--- src/pwm_timer_params.svh ---
`ifndef PWM_TIMER_PARAMS_SVH
`define PWM_TIMER_PARAMS_SVH

// register byte addresses on the apb bus
`define ADDR_TIMEBASE_COUNT 12'h000
`define ADDR_PERIOD_LIMIT 12'h004
`define ADDR_TIMEBASE_CONTROL 12'h008
`define ADDR_DUTY_MSB 12'h00c
`define ADDR_DUTY_SHADOW 12'h010
`define ADDR_MODULE_CONTROL 12'h014
`define ADDR_PORT_DIRECTION 12'h018

// reset values
`define RST_TIMEBASE_COUNT 8'h00
`define RST_PERIOD_LIMIT 8'hff
`define RST_TIMEBASE_CONTROL 8'h00
`define RST_MODULE_CONTROL 8'h00
`define RST_DUTY 8'h00
`define RST_PORT_DIRECTION 8'hff

// field positions
`define CTRL_DUTY_LSB_HI 5
`define CTRL_DUTY_LSB_LO 4
`define CTRL_MODE_HI 3
`define CTRL_MODE_LO 0
`define TB_POST_HI 6
`define TB_POST_LO 3
`define TB_ON_BIT 2
`define TB_PRE_HI 1
`define TB_PRE_LO 0
`define DIR_PWM_BIT 2

// module mode encoding that selects pwm operation
`define MODE_PWM 4'hc
`define MODE_PWM_MASK 4'hc

// system oscillator periods per timebase increment before the prescaler
`define OSC_PER_INCREMENT 4

`endif

--- src/pwm_timer_pkg.sv ---
package pwm_timer_pkg;

  typedef struct packed {
    logic [1:0] phase;
    logic [3:0] pre;
  } prescale_state_t;

  typedef struct packed {
    logic [7:0] count;
    logic [7:0] period_limit;
    logic [7:0] timebase_control;
    logic [7:0] duty_msb;
    logic [7:0] duty_shadow;
    logic [1:0] duty_lsb_latch;
    logic [7:0] module_control;
    logic [7:0] port_direction;
    logic [3:0] post_count;
    logic post_event;
    logic pwm_latch;
    logic pin_out;
    logic pin_oe;
    logic [31:0] prdata;
    logic pready;
    logic pslverr;
  } pwm_state_t;

endpackage

--- src/pwm_prescaler.sv ---
`timescale 1ns/1ps
`include "pwm_timer_params.svh"

// quarter-cycle phase and prescale divider; emits the sub-count bits
// as they will stand after this edge, so a match can clear the pin on
// the very edge that reaches the duty position
module pwm_prescaler
  import pwm_timer_pkg::*;
(
  input wire logic pclk,
  input wire logic presetn,
  input wire logic run,
  input wire logic [1:0] prescale_select,
  output logic increment,
  output logic [1:0] sub_bits
);

  prescale_state_t state;
  prescale_state_t next_state;

  always_comb begin
    next_state = state;
    increment = 1'b0;
    sub_bits = state.phase;
    if (run) begin
      next_state.phase = state.phase + 2'h1;
      if (state.phase == 2'h3) begin
        // ratios of 1, 4 and 16
        unique case (prescale_select)
          2'h0: begin
            increment = 1'b1;
            next_state.pre = 4'h0;
          end
          2'h1: begin
            increment = (state.pre[1:0] == 2'h3);
            next_state.pre = state.pre + 4'h1;
          end
          default: begin
            increment = (state.pre == 4'hf);
            next_state.pre = state.pre + 4'h1;
          end
        endcase
      end
      // with a prescaler the sub-count bits come from the prescaler itself
      unique case (prescale_select)
        2'h0: sub_bits = next_state.phase;
        2'h1: sub_bits = next_state.pre[1:0];
        default: sub_bits = next_state.pre[3:2];
      endcase
    end
  end

  always_ff @(posedge pclk or negedge presetn) begin
    if (!presetn) begin
      state <= '0;
    end else begin
      state <= next_state;
    end
  end

endmodule

--- src/pwm_timer.sv ---
`timescale 1ns/1ps
`include "pwm_timer_params.svh"

// Contract
// - the period is (period limit + 1) times 4 clocks times the prescale.
// - a count equal to the period limit clears on the next increment.
// - the pin goes high at each restart in pwm mode unless the duty value is zero.
// - each restart in pwm mode copies the duty msb and lsb bits into the shadow and the 2-bit latch.
// - the postscaler only divides period matches, never the pwm period.
// - duty is 10 bits: msb register on top, control bits 5:4 below.
// - high time is the duty value times one clock times the prescale.
// - duty writes land any time, apply after a match; shadow is read-only in pwm mode.
// - shadow plus a 2-bit latch double-buffer the duty value.
// - the pin clears when the buffered duty equals count and sub bits.
// - a duty longer than the period never clears the pin.
// - the prescaler offers ratios of 1, 4 and 16.
// - clearing module control forces the pwm latch low.

module pwm_timer
  import pwm_timer_pkg::*;
(
  input wire logic pclk,
  input wire logic presetn,
  input wire logic psel,
  input wire logic penable,
  input wire logic pwrite,
  input wire logic [11:0] paddr,
  input wire logic [31:0] pwdata,
  output logic [31:0] prdata,
  output logic pready,
  output logic pslverr,
  output logic pwm_output_pin,
  output logic pwm_output_pin_oe,
  output logic postscale_event
);

  ////////////////////////////////////////////////////////////////////////////
  // state and helpers

  pwm_state_t state;
  pwm_state_t next_state;
  logic increment;
  logic [1:0] sub_bits;
  logic pwm_mode;
  logic timebase_run;

  function automatic logic is_pwm_mode(input logic [7:0] ctrl);
    return (ctrl[`CTRL_MODE_HI:`CTRL_MODE_LO] & `MODE_PWM_MASK) == `MODE_PWM;
  endfunction

  function automatic logic [9:0] duty_word(input logic [7:0] msb,
                                           input logic [1:0] lsb);
    return {msb, lsb};
  endfunction

  function automatic logic addr_known(input logic [11:0] a);
    return (a == `ADDR_TIMEBASE_COUNT) || (a == `ADDR_PERIOD_LIMIT) ||
           (a == `ADDR_TIMEBASE_CONTROL) || (a == `ADDR_DUTY_MSB) ||
           (a == `ADDR_DUTY_SHADOW) || (a == `ADDR_MODULE_CONTROL) ||
           (a == `ADDR_PORT_DIRECTION);
  endfunction

  assign pwm_mode = is_pwm_mode(state.module_control);
  assign timebase_run = state.timebase_control[`TB_ON_BIT];

  ////////////////////////////////////////////////////////////////////////////
  // prescaler: 4 clocks per increment times 1, 4 or 16

  pwm_prescaler prescaler_inst (
    .pclk(pclk),
    .presetn(presetn),
    .run(timebase_run),
    .prescale_select(state.timebase_control[`TB_PRE_HI:`TB_PRE_LO]),
    .increment(increment),
    .sub_bits(sub_bits)
  );

  ////////////////////////////////////////////////////////////////////////////
  // next state

  logic setup_ok;
  logic access;
  logic do_write;
  logic period_match;
  logic restart;
  logic [9:0] next_duty;
  logic [9:0] live_duty;
  logic [7:0] wbyte;

  always_comb begin
    next_state = state;
    setup_ok = psel && !penable;
    access = psel && penable;
    do_write = access && pwrite && state.pready;
    wbyte = pwdata[7:0];
    period_match = (state.count == state.period_limit);
    restart = increment && period_match;
    next_duty = duty_word(state.duty_msb,
      state.module_control[`CTRL_DUTY_LSB_HI:`CTRL_DUTY_LSB_LO]);
    live_duty = duty_word(state.duty_shadow, state.duty_lsb_latch);
    next_state.post_event = 1'b0;

    // timebase counter
    if (increment) begin
      if (period_match) begin
        next_state.count = `RST_TIMEBASE_COUNT;
      end else begin
        next_state.count = state.count + 8'h01;
      end
    end

    // postscaler counts matches only; it never touches the period
    if (restart) begin
      if (state.post_count ==
          state.timebase_control[`TB_POST_HI:`TB_POST_LO]) begin
        next_state.post_count = 4'h0;
        next_state.post_event = 1'b1;
      end else begin
        next_state.post_count = state.post_count + 4'h1;
      end
    end

    // pwm waveform
    if (pwm_mode && restart) begin
      next_state.duty_shadow = state.duty_msb;
      next_state.duty_lsb_latch =
        state.module_control[`CTRL_DUTY_LSB_HI:`CTRL_DUTY_LSB_LO];
      next_state.pwm_latch = (next_duty != 10'h000);
    end else if (pwm_mode && timebase_run &&
                 live_duty == {next_state.count, sub_bits}) begin
      // position after this edge: the high time is exactly duty steps
      // duty beyond the period never matches, so the pin stays high
      next_state.pwm_latch = 1'b0;
    end
    if (!pwm_mode) begin
      next_state.pwm_latch = 1'b0;
    end

    // apb: no wait state, yet the read data also comes from a flip-flop set in the setup cycle
    next_state.pready = 1'b0;
    next_state.pslverr = 1'b0;
    if (setup_ok) begin
      next_state.pready = 1'b1;
      next_state.pslverr = !addr_known(paddr);
      unique case (paddr)
        `ADDR_TIMEBASE_COUNT: next_state.prdata = {24'h0, state.count};
        `ADDR_PERIOD_LIMIT: next_state.prdata = {24'h0, state.period_limit};
        `ADDR_TIMEBASE_CONTROL:
          next_state.prdata = {24'h0, 1'b0, state.timebase_control[6:0]};
        `ADDR_DUTY_MSB: next_state.prdata = {24'h0, state.duty_msb};
        `ADDR_DUTY_SHADOW: next_state.prdata = {24'h0, state.duty_shadow};
        `ADDR_MODULE_CONTROL:
          next_state.prdata = {24'h0, 2'h0, state.module_control[5:0]};
        `ADDR_PORT_DIRECTION:
          next_state.prdata = {24'h0, state.port_direction};
        default: next_state.prdata = 32'h0;
      endcase
    end
    if (access && state.pready) begin
      next_state.pready = 1'b0;
    end

    // writes land at any time; an increment blocks a count write, but a module control clear beats the restart pin set
    if (do_write) begin
      unique case (paddr)
        `ADDR_TIMEBASE_COUNT: begin
          if (!increment) begin
            next_state.count = wbyte;
          end
        end
        `ADDR_PERIOD_LIMIT: next_state.period_limit = wbyte;
        `ADDR_TIMEBASE_CONTROL: next_state.timebase_control = {1'b0, wbyte[6:0]};
        `ADDR_DUTY_MSB: next_state.duty_msb = wbyte;
        `ADDR_DUTY_SHADOW: begin
          // read-only while in pwm mode
          if (!pwm_mode) begin
            next_state.duty_shadow = wbyte;
          end
        end
        `ADDR_MODULE_CONTROL: begin
          next_state.module_control = {2'h0, wbyte[5:0]};
          if (wbyte[5:0] == 6'h00) begin
            next_state.pwm_latch = 1'b0;
          end
        end
        `ADDR_PORT_DIRECTION: next_state.port_direction = wbyte;
        default: begin
        end
      endcase
    end

    // pin drives only while its direction bit is cleared
    next_state.pin_oe = !next_state.port_direction[`DIR_PWM_BIT];
    next_state.pin_out = next_state.pwm_latch;
  end

  ////////////////////////////////////////////////////////////////////////////
  // registers

  always_ff @(posedge pclk or negedge presetn) begin
    if (!presetn) begin
      state <= '0;
      state.count <= `RST_TIMEBASE_COUNT;
      state.period_limit <= `RST_PERIOD_LIMIT;
      state.timebase_control <= `RST_TIMEBASE_CONTROL;
      state.duty_msb <= `RST_DUTY;
      state.duty_shadow <= `RST_DUTY;
      state.module_control <= `RST_MODULE_CONTROL;
      state.port_direction <= `RST_PORT_DIRECTION;
    end else begin
      state <= next_state;
    end
  end

  assign prdata = state.prdata;
  assign pready = state.pready;
  assign pslverr = state.pslverr;
  assign pwm_output_pin = state.pin_out;
  assign pwm_output_pin_oe = state.pin_oe;
  assign postscale_event = state.post_event;

endmodule

--- config.mk ---
export PLATFORM = sky130hd
export DESIGN_NAME = pwm_timer
export DESIGN_NICKNAME = d
export VERILOG_FILES = /design/src/pwm_timer_pkg.sv /design/src/pwm_prescaler.sv /design/src/pwm_timer.sv
export VERILOG_INCLUDE_DIRS = /design/src
export SDC_FILE = /design/constraint.sdc
export NUM_CORES = 1
export LEC_CHECK = 0
export BUFFER_PORTS_ARGS = -buffer_cell sky130_fd_sc_hd__buf_2
export CORE_MARGIN = 5
export CORE_UTILIZATION = 48
export DETAILED_ROUTE_END_ITERATION = 10
export PLACE_DENSITY = 0.71
export RECOVER_POWER = 25
export SETUP_SLACK_MARGIN = 0.2
export SKIP_CTS_REPAIR_TIMING = 1
export SYNTH_ARGS = -nofsm -noshare
export SYNTH_HDL_FRONTEND = slang
export SYNTH_SLANG_ARGS = --single-unit
--- constraint.sdc ---
create_clock -name pclk -period 2.75 [get_ports pclk]
set_clock_uncertainty 0.1 [all_clocks]
set_input_delay 0.1375 -clock pclk [delete_from_list [all_inputs] [get_ports pclk]]
set_output_delay 0.1375 -clock pclk [all_outputs]
set_load 0.01 [all_outputs]
After elaboration in Yosys (flattened, before gate mapping) --
Cells that the tools add are included.
Storage, ports and cells: register bits 78, input port bits 49, output and inout bits 37, word-level logic and storage cells 95
Cells by class: add/sub/neg operators 4, equal/unequal tests 14, muxes and demuxes 32, reductions and logical operators 27
Operators by type and width (count):
- $mux 8 | 8
- $pmux 8 s7 | 1
- $mux 40 | 1
- $eq 12x5->1 const B | 3
- $eq 12x4->1 const B | 2
- $eq 12x3->1 const B | 1
- $logic_not 12->1 | 1
- $mux 4 | 3
- $mux 1 | 11
- $eq 10x10->1 | 1
- $mux 10 | 1
- $reduce_and 2->1 | 5
- $reduce_bool 10->1 | 1
- $logic_and 1x1->1 | 9
- $add 4x1->4 const B | 2
- $add 8x1->8 const B | 1
- $eq 8x8->1 | 1
- $mux 7 | 1
- $eq 2x2->1 const B | 3
- $logic_not 6->1 | 1
- $logic_or 1x1->1 | 6
- $mux 3 | 2
- $eq 4x4->1 | 1
- $eq 4x4->1 const B | 1
- other kinds (7) | 10

Depth between registers and ports, before layout --
depth after elaboration 13, mapped depth 9, gate-level depth less buffers 8

By module --
From an unflattened synthesis, not the netlist that was laid out.
Second synthesis, totals: cell total of the unflattened synthesis 442, area total of the unflattened synthesis 4613.2 um2
By module, submodules not included:
- pwm_timer | times used 1, cells each 396, area an instance 4159.0 um2, sequential area each 1821.7 um2
- pwm_prescaler | times used 1, cells each 46, area an instance 454.2 um2, sequential area each 150.1 um2

Worst setup path before layout --
No wires, ideal clock.
path type register to register, start register prescaler_inst.state[0] (netlist name), end register state, in the netlist pwm_output_pin, library setup time 0.133 ns, arrival 2.147 ns, required time 2.517 ns, path slack 0.370 ns, cell stages (with the launch flop) 10, path buffers 1, clock period less this slack 2.380 ns, cell sequence dfrtp_1 ha_1 nor2b_4 o21a_4 nand2b_4 buf_6 a21oi_2 or4_4 a2111oi_2 a31oi_1
RTL lines:
- start, declared | RTL line pwm_prescaler.sv:18 | prescale_state_t state;
- start signal, assigned | RTL line pwm_prescaler.sv:57 | state <= next_state;
- end signal, assigned | RTL line pwm_timer.sv:211 | state <= next_state;
- end, declared | RTL line pwm_timer.sv:40 | pwm_state_t state;

==> metrics.cfg <==
[global_route]
grt_max_degree=79
grt_use_total_pct=19.5
antenna_found_initial=0
first_global_vias=3471
grt_pass1_wl_mm=17.7
grt-ovfl-total=0

[power_and_ir_drop]
p_total_w=0.00225
pwr-share-comb_pct=5.2
cellPowerDensity_nw_per_um2=446
p_sw_w=0.000532
leakage_nw=2.14
netSwitchingFraction_pct=23.6
clkPwrFrac_pct=43.7
seqPwrFrac_pct=51.1
p_int_w=0.00172
vdd_drop_max_mv=0.250

[timing]
period_needed_ns=2.42
tightest_slew_ns=1.00
finalHoldViolations=0
relSlewSlack_pct=33.2
finalSetupTns_ns=0
timing.final.crit_share_pct=88.0
slew_violations=0
setup_viol=0
holdWs_ns=0.00210
fmax_mhz=413
rsz0062_at_grt=no

[synthesis]
ys_seq_elements=78
yosys-top-cells-area=dfrtp_1 (34%), mux2_2 (10%), dfstp_2 (9.1%)
yosys_warnings=0
syn_area_um2=4620
synthCells=459
ys_types=57
synth_area_leader_cell=dfrtp_1
synth_top_area_share_pct=33.6
synth_flop_cell=dfrtp_1
synth_edf_count=0
avgSynthCellArea_um2=10.1
ys_async_sr_fraction_pct=100
ys_seq_area_share_pct=42.7

[route]
dr.pass1.iters=4
vias_per_cell=5.80
initialDrtViolationCount=358
drc=0
drt-total-wl_mm=11.3
via_count=3634
wl_per_cell_um=18.0
drtAntennaViolNets=0

[die]
die_width_um=108
die_area_um2=11700
start_util_pct=49.5
ios=86
rows=35
chipHeight_um=108
core_area_um2=9330

[critical_path]
path_class=flip-flop to flip-flop
critPathRequiredTime_ns=2.87
cp.arrival_ns=2.54
start_kind=flip-flop
worstReg2RegStart=prescaler_inst.state[1]
crit_fanout=12
startpoint=prescaler_inst.state[1]
crit_path_end_kind=flip-flop

[final_layout]
layout-drive-gt1-share_pct=26.3
antenna_cells=0
area_growth_pct=9.33
n_fill_cell=854
nets=546
multi_input_area_um2=2370
seq_area_um2=1970

[run_status]
status=completed

[clocking]
cts_tree=yes
cts_sinks=78
cts_root_buffer=clkbuf_8
cts.path.max_buffers=2
cts_made_buffers=9
insertion_delay_ns=0.35
h-tree-depth=3
clkSlewWorstSetupHoldPaths_ns=0.08

[min_path]
hp-class=primary input to flip-flop
hp-start=pwdata[7]

[run]
maxCapViolations=0

[placement]
globalplace.congestion=0.946
port_buffers=37
dpl.hpwl_mm=8.19

[path summary, 6_finish.rpt]
| kind | end | slack (ns) | depth (start not counted) |
|---|---|---|---|
| worst max-delay path | pwm_output_pin | 0.33 | 8 |
| worst min-delay path | state[99] | 0.002 | 2 |
| worst max register to register | pwm_output_pin | 0.33 | 8 |
| worst min register to register | prdata[2] | 0.38 | 1 |
| max in group asynchronous | state[94] | 1.48 | 2 |
| min in group asynchronous | state[38] | 0.40 | 2 |
[power by group through the flow]
| stage | Clock, W | Sequential [W] | Combinational, W |
|---|---|---|---|
| floorplan | 0 | 0.00117 | 0.0000753 |
| global route | 0.00106 | 0.00115 | 0.000130 |
| global placement | 0 | 0.00117 | 0.000114 |
| CTS | 0.000998 | 0.00115 | 0.000116 |
| detailed placement | 0 | 0.00117 | 0.000116 |
| finish | 0.000983 | 0.00115 | 0.000117 |
[routing by layer]
layer  part of all wire, %  vias up  track usage (%)
met4                   2.7        0             7.75
met2                    48      138             30.9
li1                      -     1667                -
met3                   5.8       26             2.93
met1                    44     1803             26.9
met5                     0        -                0
[cells in the final DEF (no fill, tap or decap), types with 5 or more instances in the layout]
cell and count:
a21oi_1 11, a22o_1 5, buf_2 22, buf_4 13
clkbuf_1 16, clkbuf_8 10, conb_1 24, dfrtp_1 61
dfstp_2 16, inv_1 9, mux2_2 41, mux2i_1 14
nand2_1 34, nand3_1 18, nand4_1 8, nor2_1 36
nor3_1 10, nor4_1 6, o21ai_0 34, o22ai_1 9
xnor2_1 23, xor2_1 5
[sequential cells by signal, indices dropped and copies added, names as in the netlist]
name                  count
pwm_output_pin_oe         1
live_duty                10
postscale_event           1
prescaler_inst.state      6
next_duty                10
prdata                    8
pready                    1
state                    39
pslverr                   1
pwm_output_pin            1
[cell usage after synthesis, types with 2 or more instances]
master	n
a21oi_1	11
a21o_1	4
buf_6	2
dfstp_2	16
a221o_1	2
o21ai_0	34
buf_2	11
nand4_1	8
mux2i_1	14
nor3_1	10
a222oi_1	3
a22oi_1	2
mux2_2	41
nor4_1	6
nor2b_1	3
or3b_2	2
ha_1	4
o22ai_1	9
a211o_1	2
and2_1	2
a221oi_1	4
nor2_1	37
and3_1	3
xor2_1	5
nand2b_1	3
inv_1	9
nor3_2	2
dfrtp_1	62
nand2_1	35
a22o_1	5
buf_4	33
a31oi_1	2
a211oi_1	4
xnor2_1	23
nor2_2	2
clkbuf_1	6
nand3_1	18
[worst max-delay path: stages, from the launching register on]
cell and delay (ns):
dfrtp_1 0.44, ha_4 0.21, nand3_1 0.10, o21a_4 0.19, nand2b_4 0.22, a21oi_2 0.07
or4_4 0.53, a2111oi_2 0.28, a31oi_1 0.15
[metrics by stage]
stage | setup slack [ns] | std cells | instance area, µm² | util, %
finish | 0.330 | 627 | 5050 | 54.1
CTS | 0.226 | 625 | 5030 | 54.0
global placement | 0.274 | 609 | 4800 | 51.5
detailed placement | 0.243 | 609 | 4800 | 51.5
floorplan | 0.370 | 482 | 4700 | -
global route | 0.231 | 627 | 5050 | 54.1
[final cells by class]
cell class	instances	share of cell area, %
clock buffer	10	2.73
timing repair buffer	52	5.50
tap	129	3.20
inverter	9	0.669
clock inverter	6	1.86
multi-input combinational	343	46.9
sequential	78	39.1
[logic make-up (layout without fill, tap and decap cells)]
family / Yosys count / count (layout) / share of synthesized area [%]
adders and majority gates: 4 / 4 / 1.08
DFF: 78 / 78 / 42.7
and+or+nand+nor: 142 / 142 / 16.3
buffers and inverters: 61 / 77 / 8.27
xor gates and xnor gates: 28 / 28 / 5.31
muxes: 56 / 56 / 13.5
other: 1 / 24 / 0.0812
AOI/OAI and AO/OA: 89 / 89 / 12.7
No activity file was read; power rests on OpenSTA's default activity.
